--- src/core/gpio_map.svh ---
// Purpose: offsets, reset values and field positions of the port block
// Assumes: eight-bit registers on a plain register port
// Notes: included by the modules, not by the package
`ifndef GPIO_MAP_SVH
`define GPIO_MAP_SVH
`define GPIO_ADDR_W 4
`define GPIO_OFF_PIN 4'h0
`define GPIO_OFF_LAT 4'h1
`define GPIO_OFF_DIR 4'h2
`define GPIO_OFF_ANA 4'h3
`define GPIO_OFF_PUP 4'h4
`define GPIO_OFF_THR 4'h5
`define GPIO_OFF_SLEW 4'h6
`define GPIO_OFF_ODR 4'h7
`define GPIO_OFF_I2C 4'h8
`define GPIO_OFF_RISE 4'h9
`define GPIO_OFF_FALL 4'ha
`define GPIO_OFF_FLAG 4'hb
`define GPIO_OFF_ROUTE 4'hc
`define GPIO_RST_DIR 8'hff
`define GPIO_RST_ANA 8'hff
`define GPIO_RST_ZERO 8'h00
`define GPIO_I2C_SLEW 0
`define GPIO_I2C_PULL 1
`define GPIO_I2C_SMB 2
`endif

--- src/core/gpio_pkg.sv ---
// Purpose: shared types of the port block
// Assumes: nothing beyond the map header
// Notes: pin owner enumeration in priority order
package gpio_pkg;
  // owner of a pin after priority resolution
  typedef enum logic [1:0] {
    GPIO_OWN_CFG = 2'b00,
    GPIO_OWN_AOUT = 2'b01,
    GPIO_OWN_AIN = 2'b10,
    GPIO_OWN_PORT = 2'b11
  } gpio_owner_t;
endpackage : gpio_pkg

--- src/core/gpio_edge.sv ---
// Purpose: per-pin rising and falling edge detection with sticky flags
// Assumes: pin input already qualified by input buffer enable
// Notes: set wins over software clear
`timescale 1ns/100ps
`include "gpio_map.svh"
module gpio_edge #(
  parameter int W = 8
) (
  input wire logic clk,
  input wire logic rst_b,
  input wire logic clkEn,
  input wire logic [W-1:0] pinIn,
  input wire logic [W-1:0] riseEn,
  input wire logic [W-1:0] fallEn,
  input wire logic [W-1:0] clrMask,
  output logic [W-1:0] flags
);
  logic [W-1:0] prev_q; // last sampled level
  logic [W-1:0] flag_q; // sticky change flags
  logic [W-1:0] hit; // edge this cycle

  // rising or falling edge per enable
  assign hit = (riseEn & pinIn & ~prev_q) | (fallEn & ~pinIn & prev_q);

  // history of the qualified pin level
  always_ff @(posedge clk) begin
    if (!rst_b) begin
      prev_q <= '0;
    end else if (clkEn) begin
      prev_q <= pinIn;
    end
  end

  // sticky flags, new edge beats clear
  always_ff @(posedge clk) begin
    if (!rst_b) begin
      flag_q <= '0;
    end else if (clkEn) begin
      flag_q <= (flag_q & ~clrMask) | hit;
    end
  end

  assign flags = flag_q;
endmodule : gpio_edge

--- src/core/gpio_port.sv ---
// Purpose: one eight-bit general purpose port with pad controls
// Assumes: pins synchronous to clk; register port with one-cycle read data
// Notes: pad drive fields leave as level outputs for the pad ring
//
// Operation
// - latch and pin writes hit same latch
// - latch reads stored, pin reads levels
// - analog select disables digital input
// - reset routes every pin to latch
// - analog output wins below config, driver goes tristate
// - priority: config, analog out, in, port
// - direction one input, zero drives latch
// - eight-bit bidirectional port, bit per pin
// - pin register write stores write data in latch
// - latch holds most recent write
// - direction still controls analog-input pins
// - analog-input pins read as zero
// - analog select leaves digital output alone
// - analog select resets to analog mode
// - open-drain bit makes output sink-only
// - slew bit selects limited slew
// - threshold bit selects schmitt or ttl
// - weak pull-up per pin
// - per-pin rising or falling change detect
// - enabled peripheral takes output, read stays
// - i2c pad: slew, pull-ups, smbus levels
`timescale 1ns/100ps
`include "gpio_map.svh"
module gpio_port
  import gpio_pkg::*;
#(
  parameter int W = 8
) (
  input wire logic clk,
  input wire logic rst_b,
  input wire logic clkEn,
  input wire logic [`GPIO_ADDR_W-1:0] regAddr,
  input wire logic [7:0] regWdata,
  input wire logic regWr,
  input wire logic regRd,
  output logic [7:0] regRdata,
  input wire logic [W-1:0] padIn,
  output logic [W-1:0] padOut,
  output logic [W-1:0] padOe,
  input wire logic [W-1:0] cfgOwn,
  input wire logic [W-1:0] cfgOut,
  input wire logic [W-1:0] cfgOe,
  input wire logic [W-1:0] anaOutEn,
  input wire logic [W-1:0] periphEn,
  input wire logic [W-1:0] periphOut,
  input wire logic [W-1:0] periphOe,
  output logic [W-1:0] periphIn,
  output logic [W-1:0] pullEn,
  output logic [W-1:0] slewLimit,
  output logic [W-1:0] ttlSel,
  output logic [W-1:0] i2cSlew,
  output logic [W-1:0] i2cPull,
  output logic [W-1:0] smbLevel,
  output logic [W-1:0] changeFlags
);
  logic [W-1:0] lat_q; // output latch, one bit per pin
  logic [W-1:0] dir_q; // direction, one is input
  logic [W-1:0] ana_q; // analog select
  logic [W-1:0] pup_q; // weak pull-up enables
  logic [W-1:0] thr_q; // threshold select, one is ttl
  logic [W-1:0] slew_q; // slew limit select
  logic [W-1:0] odr_q; // open-drain select
  logic [W-1:0] rise_q; // rising edge enables
  logic [W-1:0] fall_q; // falling edge enables
  logic [W-1:0] route_q; // one routes a peripheral
  logic [2:0] i2c_q [W]; // i2c pad control per pin
  logic [7:0] rdata_q; // read data register
  logic [W-1:0] digIn; // qualified digital input
  logic [W-1:0] srcOut; // selected output value
  logic [W-1:0] srcOe; // selected driver enable
  logic [W-1:0] clrMask; // flag clear strobe
  logic [W-1:0] flags; // edge flags
  gpio_owner_t owner [W]; // resolved pin owner

  // write strobe for one offset
  function automatic logic wrHit(input logic [`GPIO_ADDR_W-1:0] off);
    wrHit = regWr && (regAddr == off);
  endfunction : wrHit

  // zero-extend port data to bus width
  function automatic logic [7:0] ext(input logic [W-1:0] v);
    ext = 8'(v);
  endfunction : ext

  // digital buffer off in analog mode, so reads give zero
  assign digIn = padIn & ~ana_q;

  // output latch, either register writes it
  always_ff @(posedge clk) begin
    if (!rst_b) begin
      lat_q <= `GPIO_RST_ZERO;
    end else if (clkEn) begin
      if (wrHit(`GPIO_OFF_PIN) || wrHit(`GPIO_OFF_LAT)) begin
        lat_q <= regWdata[W-1:0];
      end
    end
  end

  // direction and analog select, both reset to input/analog
  always_ff @(posedge clk) begin
    if (!rst_b) begin
      dir_q <= `GPIO_RST_DIR;
      ana_q <= `GPIO_RST_ANA;
    end else if (clkEn) begin
      if (wrHit(`GPIO_OFF_DIR)) begin
        dir_q <= regWdata[W-1:0];
      end
      if (wrHit(`GPIO_OFF_ANA)) begin
        ana_q <= regWdata[W-1:0];
      end
    end
  end

  // pad option registers
  always_ff @(posedge clk) begin
    if (!rst_b) begin
      pup_q <= `GPIO_RST_ZERO;
      thr_q <= `GPIO_RST_ZERO;
      slew_q <= `GPIO_RST_ZERO;
      odr_q <= `GPIO_RST_ZERO;
    end else if (clkEn) begin
      if (wrHit(`GPIO_OFF_PUP)) begin
        pup_q <= regWdata[W-1:0];
      end
      if (wrHit(`GPIO_OFF_THR)) begin
        thr_q <= regWdata[W-1:0];
      end
      if (wrHit(`GPIO_OFF_SLEW)) begin
        slew_q <= regWdata[W-1:0];
      end
      if (wrHit(`GPIO_OFF_ODR)) begin
        odr_q <= regWdata[W-1:0];
      end
    end
  end

  // change enables and routing selects
  always_ff @(posedge clk) begin
    if (!rst_b) begin
      rise_q <= `GPIO_RST_ZERO;
      fall_q <= `GPIO_RST_ZERO;
      route_q <= `GPIO_RST_ZERO;
    end else if (clkEn) begin
      if (wrHit(`GPIO_OFF_RISE)) begin
        rise_q <= regWdata[W-1:0];
      end
      if (wrHit(`GPIO_OFF_FALL)) begin
        fall_q <= regWdata[W-1:0];
      end
      if (wrHit(`GPIO_OFF_ROUTE)) begin
        route_q <= regWdata[W-1:0];
      end
    end
  end

  // i2c pad controls; write data bits 7:4 select the pin
  always_ff @(posedge clk) begin
    if (!rst_b) begin
      for (int i = 0; i < W; i++) begin
        i2c_q[i] <= 3'h0;
      end
    end else if (clkEn) begin
      for (int i = 0; i < W; i++) begin
        if (wrHit(`GPIO_OFF_I2C) && (int'(regWdata[7:4]) == i)) begin
          i2c_q[i] <= regWdata[2:0];
        end
      end
    end
  end

  // pad option outputs
  always_comb begin
    for (int i = 0; i < W; i++) begin
      i2cSlew[i] = i2c_q[i][`GPIO_I2C_SLEW];
      i2cPull[i] = i2c_q[i][`GPIO_I2C_PULL];
      smbLevel[i] = i2c_q[i][`GPIO_I2C_SMB];
    end
  end
  assign pullEn = pup_q;
  assign slewLimit = slew_q;
  assign ttlSel = thr_q;
  // peripherals see the qualified pin, zero under analog select; i2c pads via smbus buffer upstream
  assign periphIn = digIn;

  // owner resolution in fixed priority order
  always_comb begin
    for (int i = 0; i < W; i++) begin
      if (cfgOwn[i]) begin
        owner[i] = GPIO_OWN_CFG;
      end else if (anaOutEn[i]) begin
        owner[i] = GPIO_OWN_AOUT;
      end else if (ana_q[i]) begin
        owner[i] = GPIO_OWN_AIN;
      end else begin
        owner[i] = GPIO_OWN_PORT;
      end
    end
  end

  // output source per owner
  always_comb begin
    for (int i = 0; i < W; i++) begin
      case (owner[i])
        GPIO_OWN_CFG: begin
          srcOut[i] = cfgOut[i];
          srcOe[i] = cfgOe[i];
        end
        GPIO_OWN_AOUT: begin
          srcOut[i] = 1'b0;
          srcOe[i] = 1'b0;
        end
        default: begin
          // analog input still drives digitally under direction
          if (route_q[i] && periphEn[i]) begin
            srcOut[i] = periphOut[i];
            srcOe[i] = periphOe[i] & ~dir_q[i];
          end else begin
            srcOut[i] = lat_q[i];
            srcOe[i] = ~dir_q[i];
          end
        end
      endcase
    end
  end

  // open drain drives only low
  assign padOut = srcOut & ~odr_q;
  assign padOe = srcOe & ~(odr_q & srcOut);

  // flag clear: write ones to the flag offset
  assign clrMask = wrHit(`GPIO_OFF_FLAG) ? regWdata[W-1:0] : '0;

  gpio_edge #(.W(W)) u_edge (
    .clk(clk),
    .rst_b(rst_b),
    .clkEn(clkEn),
    .pinIn(digIn),
    .riseEn(rise_q),
    .fallEn(fall_q),
    .clrMask(clrMask),
    .flags(flags)
  );
  assign changeFlags = flags;

  // read mux, data stand one cycle after the strobe
  always_ff @(posedge clk) begin
    if (!rst_b) begin
      rdata_q <= 8'h00;
    end else if (clkEn) begin
      if (regRd) begin
        case (regAddr)
          `GPIO_OFF_PIN: rdata_q <= ext(digIn);
          `GPIO_OFF_LAT: rdata_q <= ext(lat_q);
          `GPIO_OFF_DIR: rdata_q <= ext(dir_q);
          `GPIO_OFF_ANA: rdata_q <= ext(ana_q);
          `GPIO_OFF_PUP: rdata_q <= ext(pup_q);
          `GPIO_OFF_THR: rdata_q <= ext(thr_q);
          `GPIO_OFF_SLEW: rdata_q <= ext(slew_q);
          `GPIO_OFF_ODR: rdata_q <= ext(odr_q);
          `GPIO_OFF_RISE: rdata_q <= ext(rise_q);
          `GPIO_OFF_FALL: rdata_q <= ext(fall_q);
          `GPIO_OFF_FLAG: rdata_q <= ext(flags);
          `GPIO_OFF_ROUTE: rdata_q <= ext(route_q);
          default: rdata_q <= 8'h00;
        endcase
      end else begin
        rdata_q <= 8'h00;
      end
    end
  end
  assign regRdata = rdata_q;

  // latch write lands in lat_q the next cycle
  // strobes written out here: a function body would read unsampled values
  property p_latch_drive;
    @(posedge clk) disable iff (!rst_b)
      (clkEn && regWr && regAddr == `GPIO_OFF_LAT)
      |=> (lat_q == $past(regWdata[W-1:0]));
  endproperty
  a_latch_drive: assert property (p_latch_drive) else $error("latch write lost");

  property p_pin_write;
    @(posedge clk) disable iff (!rst_b)
      (clkEn && regWr && regAddr == `GPIO_OFF_PIN) |=> (lat_q == $past(regWdata[W-1:0]));
  endproperty
  a_pin_write: assert property (p_pin_write) else $error("pin write lost");

  property p_analog_zero;
    @(posedge clk) disable iff (!rst_b)
      (clkEn && regRd && regAddr == `GPIO_OFF_PIN)
      |=> ((regRdata[W-1:0] & $past(ana_q)) == '0);
  endproperty
  a_analog_zero: assert property (p_analog_zero) else $error("analog pin read nonzero");

  property p_lat_read;
    @(posedge clk) disable iff (!rst_b)
      (clkEn && regRd && regAddr == `GPIO_OFF_LAT && !regWr)
      |=> (regRdata == ext($past(lat_q)));
  endproperty
  a_lat_read: assert property (p_lat_read) else $error("latch read wrong");

  property p_aout_hiz;
    @(posedge clk) disable iff (!rst_b)
      (anaOutEn & ~cfgOwn) != '0 |-> ((padOe & anaOutEn & ~cfgOwn) == '0);
  endproperty
  a_aout_hiz: assert property (p_aout_hiz) else $error("driver on under analog out");

  property p_dir_input;
    @(posedge clk) disable iff (!rst_b)
      ((padOe & dir_q & ~cfgOwn) == '0);
  endproperty
  a_dir_input: assert property (p_dir_input) else $error("input pin driven");

  property p_open_drain;
    @(posedge clk) disable iff (!rst_b)
      ((padOe & padOut & odr_q) == '0);
  endproperty
  a_open_drain: assert property (p_open_drain) else $error("open drain drove high");

  property p_reset_state;
    @(posedge clk) (!rst_b) |=> (dir_q == `GPIO_RST_DIR && ana_q == `GPIO_RST_ANA
      && route_q == '0);
  endproperty
  a_reset_state: assert property (p_reset_state) else $error("reset values wrong");

  property p_pullup;
    @(posedge clk) disable iff (!rst_b)
      (clkEn && regWr && regAddr == `GPIO_OFF_PUP) |=> (pullEn == $past(regWdata[W-1:0]));
  endproperty
  a_pullup: assert property (p_pullup) else $error("pull-up not applied");
endmodule : gpio_port

--- config.mk ---
export PLATFORM = sky130hd
export DESIGN_NAME = gpio_port
export DESIGN_NICKNAME = d
export VERILOG_FILES = /design/src/core/gpio_pkg.sv /design/src/core/gpio_edge.sv /design/src/core/gpio_port.sv
export VERILOG_INCLUDE_DIRS = /design/src /design/src/core
export SDC_FILE = /design/constraint.sdc
export NUM_CORES = 1
export LEC_CHECK = 0
export BUFFER_PORTS_ARGS = -buffer_cell sky130_fd_sc_hd__buf_2
export CORE_MARGIN = 3
export CORE_UTILIZATION = 35
export DETAILED_ROUTE_END_ITERATION = 6
export PLACE_DENSITY = 0.61
export SLEW_MARGIN = 40
export SYNTH_ARGS = -nofsm -noshare
export SYNTH_HDL_FRONTEND = slang
export SYNTH_SLANG_ARGS = --single-unit
--- constraint.sdc ---
create_clock -name clk -period 1.75 [get_ports clk]
set_input_delay 0.2625 -clock clk [delete_from_list [all_inputs] [get_ports clk]]
set_output_delay 0.2625 -clock clk [all_outputs]
set_load 0.01 [all_outputs]
* Word level (Yosys, flattened, before mapping)
Memory sizes are Yosys's and may differ from the RTL's. Cells that the tools add are included. W data, S select, Z words.
Cells by class: add/subtract/negate cells 0, multiply operators 0, div/mod/pow operators 0, $lt $le $gt $ge 0, equality and inequality tests 27, shift operators 0, multiplexer cells 100, bitwise gates (word level) 41, reductions and logical operators 50
Operators by type and width (number):
- $pmux W8 S12 | 1
- $and A8 B8 Y8 | 9
- $mux W1 | 57
- $not A8 Y8 | 6
- $eq A4 B4 Y1 const B | 9
- $mux W2 | 16
- $pmux W1 S2 | 16
- $logic_and A1 B1 Y1 | 29
- $eq A4 B3 Y1 const B | 6
- $mux W3 | 8
- $reduce_and A2 Y1 | 10
- $eq A2 B1 Y1 const B | 8
- $logic_not A2 Y1 | 8
- $mux W8 | 2
- $or A8 B8 Y8 | 2
- $eq A4 B2 Y1 const B | 3
- $and A1 B1 Y1 | 8
- $logic_not A4 Y1 | 2
- $not A1 Y1 | 8
- $or A1 B1 Y1 | 8
- $eq A4 B1 Y1 const B | 1
- $logic_or A1 B1 Y1 | 1
Word-level totals: register bits 104, latch bits 0, RAM bits 24, bits in read-only memories 0, input bits 81, output and inout bits 88, logic and storage cells 232, memories kept 1
Memory list:
- i2c_q | words 8, bits a word 3, read ports 8, clocked after Yosys merged registers in 0, write ports 8, RTL line gpio_port.sv:71 | logic [2:0] i2c_q [W];

* Longest topological paths before layout
Gate-level depths: netlist (run 1).
depth after elaboration 8, depth in mapped cells 7, mapped depth without buffers 4

* By module
From an unflattened synthesis (run 1), not the netlist that was laid out.
Unflattened totals: cell total of the unflattened synthesis 680, area, all modules 6630.1 µm²
By module, submodules not included:
- gpio_port | times used 1, cells an instance 612, area each 5843.1 µm², seq. area each 2482.4 µm²
- gpio_edge | times used 1, cells an instance 68, area each 787.0 µm², seq. area each 320.3 µm²

* Worst setup path before layout (run 1)
Ideal clock, no wire load.
kind input to register, start point input port regAddr[1], end point memory i2c_q[4][0], in the netlist i2c_q[1][0] (enable), setup time 302 ps, arrival time 1373 ps, data required time 1448 ps, slack 74 ps, cell stages on the path 6, path buffers 2, cells stage by stage buf_2 -> buf_6 -> nor2_1 -> nand4b_1 -> or3_4 -> nand2_1
RTL lines:
- start: declaration | RTL line gpio_port.sv:37 | input wire logic [`GPIO_ADDR_W-1:0] regAddr,
- end: declaration | RTL line gpio_port.sv:71

* Worst setup path after layout (run 1)
start point register route_q[6], end point output port padOut[6]
On the way: word-level cells in the longest chain between the ends 4
RTL lines:
- start: declaration | RTL line gpio_port.sv:70 | logic [W-1:0] route_q;
- start signal: assignment | RTL line gpio_port.sv:147 | route_q <= `GPIO_RST_ZERO;
- start signal: assignment | RTL line gpio_port.sv:156 | route_q <= regWdata[W-1:0];
- $logic_and A1 B1 Y1 | RTL line gpio_port.sv:219 | if (route_q[i] && periphEn[i]) begin
- $mux W1 | RTL line gpio_port.sv:219
- $pmux W1 S2 | RTL line gpio_port.sv:208 | case (owner[i])
- $and A8 B8 Y8 | RTL line gpio_port.sv:232 | assign padOut = srcOut & ~odr_q;
- end: declaration | RTL line gpio_port.sv:43 | output logic [W-1:0] padOut,
Every way passes these cells.

==> results.cfg, run 1 <==
[pwr]
clkPwrFrac_pct = 47.2
power.switching_uw = 2030
p_leak_uw = 0.00390
internal-power_uw = 5260
ir_worst_vdd_mv = 0.680
combPwrFrac_pct = 10.6
seq_power_share_pct = 42.3
p_per_area_nw_per_um2 = 825
switching_share_pct = 27.8

[timing]
fin_crit_ps = 1750
setup_violations = 2
finalMaxSlewViolations = 0
skew_ps = 8.30
fmax_ghz = 0.570
fin_ws_ps = -3.29
hold_viol = 0
setup_tns_ps = -6.28
max_slew_margin_pct = 64.6
fin_crit_sh_pct = 100
rsz0062_at_grt = yes
worst_slew_pin_slew_ps = 517

[logic_synthesis]
synth_top_family_by_area = simple AND/OR/NAND/NOR gates
yosys_register_bits = 128
ys_top_cells_by_area = dfxtp_1 (32%), mux2i_1 (12%), edfxtp_1 (11%)
synthDistinctLibCells = 68
yosys-top-cells-count = dfxtp_1 (104), nand2_1 (94), nor2_1 (92)
synth-warning-count = 0
synth-simple-area-share_pct = 26.0
synthArstFlopShare_pct = 0
synthCells = 731
synth_top_area_share_pct = 32.0
synth_compound_area_share_pct = 12.9
synth-adder-area-share_pct = 0
yosysSeqAreaShare_pct = 43.0
yosys.cell_count.top_type = dfxtp_1
synthFlopType = dfxtp_1
synth_nets = 812
synthXorXnorAreaFrac_pct = 0
yosys.area.top_type = dfxtp_1
avgSynthCellArea_sq_um = 8.91
synth-edff-count = 24
muxShareOfSynthArea_pct = 13.3
synth_area_sq_um = 6510

[global_route]
gr-usage-all-layers_pct = 22.8
overflow = 0
grt_pass1_vias = 6072
grt_pass1_wl_mm = 35.3
grt_max_degree = 40
antenna_found_initial = 0

[clock_network]
cts_made_buffers = 17
hold_buffers = 0
worst_skew_pair.late_latency_ps = 430
cts_buffer_depth = 2
cts_sinks = 128
h-tree-depth = 4
cts_tree = built
path_clk_slew_ps = 60
clockRootBuffer = clkbuf_16

[drt]
drt_wl_total_mm = 23.4
via_per_inst = 5.33
drt_iter0_markers = 541
antenna_left = 0
first_pass_iters = 7
drc = 0
num_vias = 6439
wire_per_inst_microns = 19.4

[worst_setup_path]
max_stage_delay_ps = 330
critPathMaxFanout = 2
reg2reg_depth = 4
rrSetupSlack_ps = 160
crit_type = flip-flop to output pin
startpoint_type = flip-flop
end_kind = output pin
r2r_start = ttlSel[7]
arrival_ps = 1490
required_ps = 1490
path_cells = nand2_2 > mux2i_1 > o31ai_1 > nor2b_1 > buf_2
crit_path_top_delay_cell = dfxtp_2
r2r_end = regRdata[7]

[finish]
diodes = 0
nFillCells = 1702
drive_above_1_share_pct = 35.4
top_register = i2c_q
syn2layout_area_growth_pct = 35.6
nets = 1046
largest_reg_flops = 24

[outcome]
violations = negative setup slack
run_status = complete, but fails checks

[die]
die_height_microns = 142
initial_core_util_pct = 35.9
rows = 49
core_area_sq_um = 18100
dieArea_sq_um = 20300
die_x_microns = 142
io_pins = 169

[place]
pre_cts_slack_ps = -72.3
dpl.hpwl_mm = 18.0
place.gp.congestion = 0.992
io_buffers = 168

[worst_hold_path]
worstHoldPathCells = 3
worstHoldStart = regWdata[5]
hold_class = input pin to flip-flop
holdPathEnd = odr_q[5]

[run]
drv_cap = 0
[stage by stage]
stage                     instances  power [uW]  instance area [sq um]  util [%]  hold slack (ps)
after floorplan                 731        3500                   6520         -              450
final                          1207        7290                   8840      48.7              172
after global placement         1165        3890                   8120      44.7              484
after global routing           1207        7510                   8840      48.7              174
after detailed placement       1165        3890                   8120      44.7              473
after CTS                      1205        7320                   8770      48.3              150
[area by class of cell]
| class | count | area [sq um] | share of cell area, % |
|---|---|---|---|
| tap | 229 | 287 | 3.24 |
| timing repair buffer | 268 | 1670 | 18.9 |
| multi-input combinational | 541 | 3470 | 39.3 |
| inverter | 9 | 33.8 | 0.382 |
| sequential | 128 | 2820 | 31.9 |
| clock inverter | 15 | 139 | 1.57 |
| clock buffer | 17 | 425 | 4.81 |
[how the worst max path moves through the flow]
stage / start / end / slack (ps) / cells after the start
floorplan: regAddr[1] / i2c_q[1][0] / 70 / 6
global placement: regAddr[0] / regRdata[0] / -130 / 7
detailed placement: regAddr[1] / i2c_q[1][0] / -70 / 5
CTS: route_q[6] / padOut[6] / -70 / 5
global route: route_q[0] / padOut[0] / -90 / 5
finish: route_q[6] / padOut[6] / -3 / 5
[cells by family after synthesis]
family | after synthesis
buf+inv | 62
flops | 128
simple gates | 330
compound gates | 125
mux | 86
[power by group through the flow]
stage          combinational (uW)  sequential (uW)  clock [uW]
3_3_place_gp                  748             3150           0
3_5_place_dp                  748             3150           0
4_1_cts                       756             3080        3480
5_1_grt                       828             3080        3590
2_1_floorplan                 345             3160           0
6_report                      771             3080        3440
[timing repair]
action,4_1_cts,5_1_grt
setup buffers,8,2
gates resized for setup,17,11
endpoints found under the setup margin,16,16
hold endpoints to repair,0,0
pin swaps,11,14
[cells in the final DEF (no fill, tap or decap), drive strengths merged, types with 5 or more instances in the layout]
cell and count:
or3b 5, nor3b 5, nand2 94, and3 7, nor2b 25, nand2b 12, edfxtp 24, nand4b 5
inv 19, buf 268, a221oi 10, nor3 10, nand3b 8, nand3 32, clkbuf 17, o21ai 34
or3 6, and3b 5, o31ai 11, nor2 93, a22oi 11, dfxtp 104, mux2i 80, a21oi 24
mux2 6
[metal layers]
layer	part of all wire (%)	vias up	global-route usage [%]
met2	47	253	37.2
li1	-	3104	-
met4	2.2	0	6.75
met1	44	3053	30.5
met3	6.5	29	5.01
met5	0	-	0
[worst max-delay path: cells and delay by family (launching register included)]
family | cells | cell delay (ps)
AO/OA/AOI/OAI | 1 | 260
buffers and inverters | 1 | 130
flip-flops | 1 | 330
multiplexers | 1 | 110
AND/OR/NAND/NOR | 2 | 220
Power figures use the tool's default switching activity.
==> run 2: changes to the inputs <==
--- a/config.mk
+++ b/config.mk
@@ -6,7 +6,7 @@
 export SDC_FILE = /design/constraint.sdc
 export NUM_CORES = 1
 export LEC_CHECK = 0
-export BUFFER_PORTS_ARGS = -buffer_cell sky130_fd_sc_hd__buf_2
+export BUFFER_PORTS_ARGS = -buffer_cell sky130_fd_sc_hd__buf_4
 export CORE_MARGIN = 3
 export CORE_UTILIZATION = 35
 export DETAILED_ROUTE_END_ITERATION = 6
@@ -14,4 +14,5 @@
 export SLEW_MARGIN = 40
 export SYNTH_ARGS = -nofsm -noshare
 export SYNTH_HDL_FRONTEND = slang
+export SYNTH_HIERARCHICAL = 1
 export SYNTH_SLANG_ARGS = --single-unit
==> results.cfg, run 2 <==
[clock_network]
path_clk_slew_ps = 60
cts_tree = built
clockRootBuffer = clkbuf_16
h-tree-depth = 4
cts_sinks = 128
cts_buffer_depth = 2
worst_skew_pair.late_latency_ps = 420
hold_buffers = 0
cts_made_buffers = 17

[place]
place.gp.congestion = 0.905
dpl.hpwl_mm = 16.3
place_area_sq_um = 8470
io_buffers = 168

[timing]
holdWs_ps = 171
fin_crit_sh_pct = 102
setup_violations = 1
fmax_ghz = 0.560
worst_slew_pin_slew_ps = 483
skew_ps = 5.22
fin_ws_ps = -36.3
hold_viol = 0
finalMaxSlewViolations = 0
fin_crit_ps = 1790
rsz0062_at_grt = yes
setup_tns_ps = -36.3
max_slew_margin_pct = 67.8

[outcome]
run_status = complete, but fails checks
violations = negative setup slack

[pwr]
switching_share_pct = 23.7
ir_worst_vdd_mv = 0.686
p_per_area_nw_per_um2 = 810
clkPwrFrac_pct = 48.2
internal-power_uw = 5710
seq_power_share_pct = 41.2
p_leak_uw = 0.00378
power.switching_uw = 1770
combPwrFrac_pct = 10.6

[logic_synthesis]
synth-warning-count = 6
synth_area_sq_um = 6630
ys_top_cells_by_area = dfxtp_1 (31%), mux2i_1 (16%), edfxtp_1 (11%)
synthCells = 680
synth_top_area_share_pct = 31.4
synth_nets = 761
avgSynthCellArea_sq_um = 9.75
yosysSeqAreaShare_pct = 42.3
synth-edff-count = 24
yosys.area.top_type = dfxtp_1
yosys-top-cells-count = mux2i_1 (107), dfxtp_1 (104), nor2b_1 (102)
yosys.cell_count.top_type = mux2i_1
yosys_register_bits = 128
synthArstFlopShare_pct = 0
synthFlopType = dfxtp_1
synthDistinctLibCells = 63

[finish]
diodes = 0
post-route-util_pct = 50.5
syn2layout_area_growth_pct = 39.3
layout_common_cells = buf_4 (229), mux2i_1 (105), nor2b_1 (100)
drive_above_1_share_pct = 35.5
nets = 973
finalInstanceArea_sq_um = 9240
top_register = i2c_q
largest_reg_flops = 24
final_common_cell = buf_4

[global_route]
overflow = 0
grt_max_degree = 41
grt_pass1_vias = 5621
antenna_found_initial = 0
grt_pass1_wl_mm = 32.7
gr-usage-all-layers_pct = 20.6

[worst_setup_path]
required_ps = 1490
arrival_ps = 1520
startpoint_type = flip-flop
end_kind = output pin
crit_path_top_delay_cell = dfxtp_2
crit_type = flip-flop to output pin
path_cells = nand2_2 > mux2i_1 > nor3_1 > a21oi_1 > a2bb2oi_1 > buf_4
critPathMaxFanout = 2
max_stage_delay_ps = 320

[die]
rows = 49
core_area_sq_um = 18300
dieArea_sq_um = 20600
io_pins = 169
die_x_microns = 144
initial_core_util_pct = 36.3
die_height_microns = 144

[drt]
drt_wl_total_mm = 21.3
wire_per_inst_microns = 18.8
num_vias = 5925
drc = 0
drt_iter0_markers = 406
via_per_inst = 5.22
antenna_left = 0
first_pass_iters = 5

[run]
drv_cap = 0

[worst_hold_path]
hold_class = input pin to flip-flop
-- run 2: per-stage QoR --
stage / cells / setup WS [ps] / total power, uW
floorplan: 680 / 77.0 / 3510
finish: 1134 / -36.3 / 7480
global route: 1134 / -158 / 7760
detailed placement: 1092 / -54.9 / 3920
global placement: 1092 / -39.4 / 3920
CTS: 1134 / -55.1 / 7540
-- run 2: kinds of logic after synthesis --
| family | count (synthesis) | synth area share, % |
|---|---|---|
| AND/OR/NAND/NOR | 287 | 25.1 |
| buffers and inverters | 49 | 3.57 |
| AO/OA/AOI/OAI | 100 | 11.1 |
| multiplexers | 115 | 17.9 |
| flip-flops | 128 | 42.3 |
| XOR/XNOR | 1 | 0.132 |
-- run 2: worst paths after layout --
check	start	end	slack (ps)	cells past startpoint
setup / recovery	route_q[7]	padOe[7]	-40	6
hold / removal	regWdata[4]	ana_q[4]	170	3
setup reg to reg	dir_q[3]	regRdata[3]	250	5
hold reg to reg	regRdata[3]	regRdata[3]	490	2
-- run 2: metal layers --
| layer | GRT usage [%] | vias to the layer above | routed length (microns) |
|---|---|---|---|
| met5 | 0 | - | 0 |
| met4 | 6.00 | 0 | 335 |
| met3 | 4.59 | 24 | 1490 |
| met2 | 30.9 | 201 | 9520 |
| met1 | 29.8 | 2818 | 9980 |
| li1 | - | 2882 | - |
-- run 2: worst max-delay path: cells and delay by family, from the launching register on --
| family | cells | cell delay (ps) |
|---|---|---|
| compound gates | 2 | 330 |
| flops | 1 | 320 |
| mux | 1 | 180 |
| simple gates | 2 | 140 |
| buf+inv | 1 | 140 |
-- run 2: power groups by stage --
stage | Sequential (uW) | Clock [uW] | Combinational [uW]
final | 3080 | 3610 | 796
after global routing | 3080 | 3820 | 856
after CTS | 3080 | 3670 | 787
after detailed placement | 3140 | 0 | 780
after global placement | 3140 | 0 | 777
after floorplan | 3160 | 0 | 355
-- run 2: layout make-up --
| class | instances | area [sq um] |
|---|---|---|
| fillers | 1764 | 9030 |
| multi-input cells | 503 | 3660 |
| flip-flops and latches | 128 | 2820 |
| repair buffers | 235 | 1840 |
| clock buffers | 19 | 443 |
| well taps | 229 | 287 |
| clock inverters | 13 | 164 |
| inverters | 7 | 26.3 |
-- run 2: timing repair --
item / in CTS / in global routing
endpoints found under the setup margin: 15 / 16
pin swaps: 11 / 12
resized for setup: 19 / 11
buffers inserted: 10 / 0
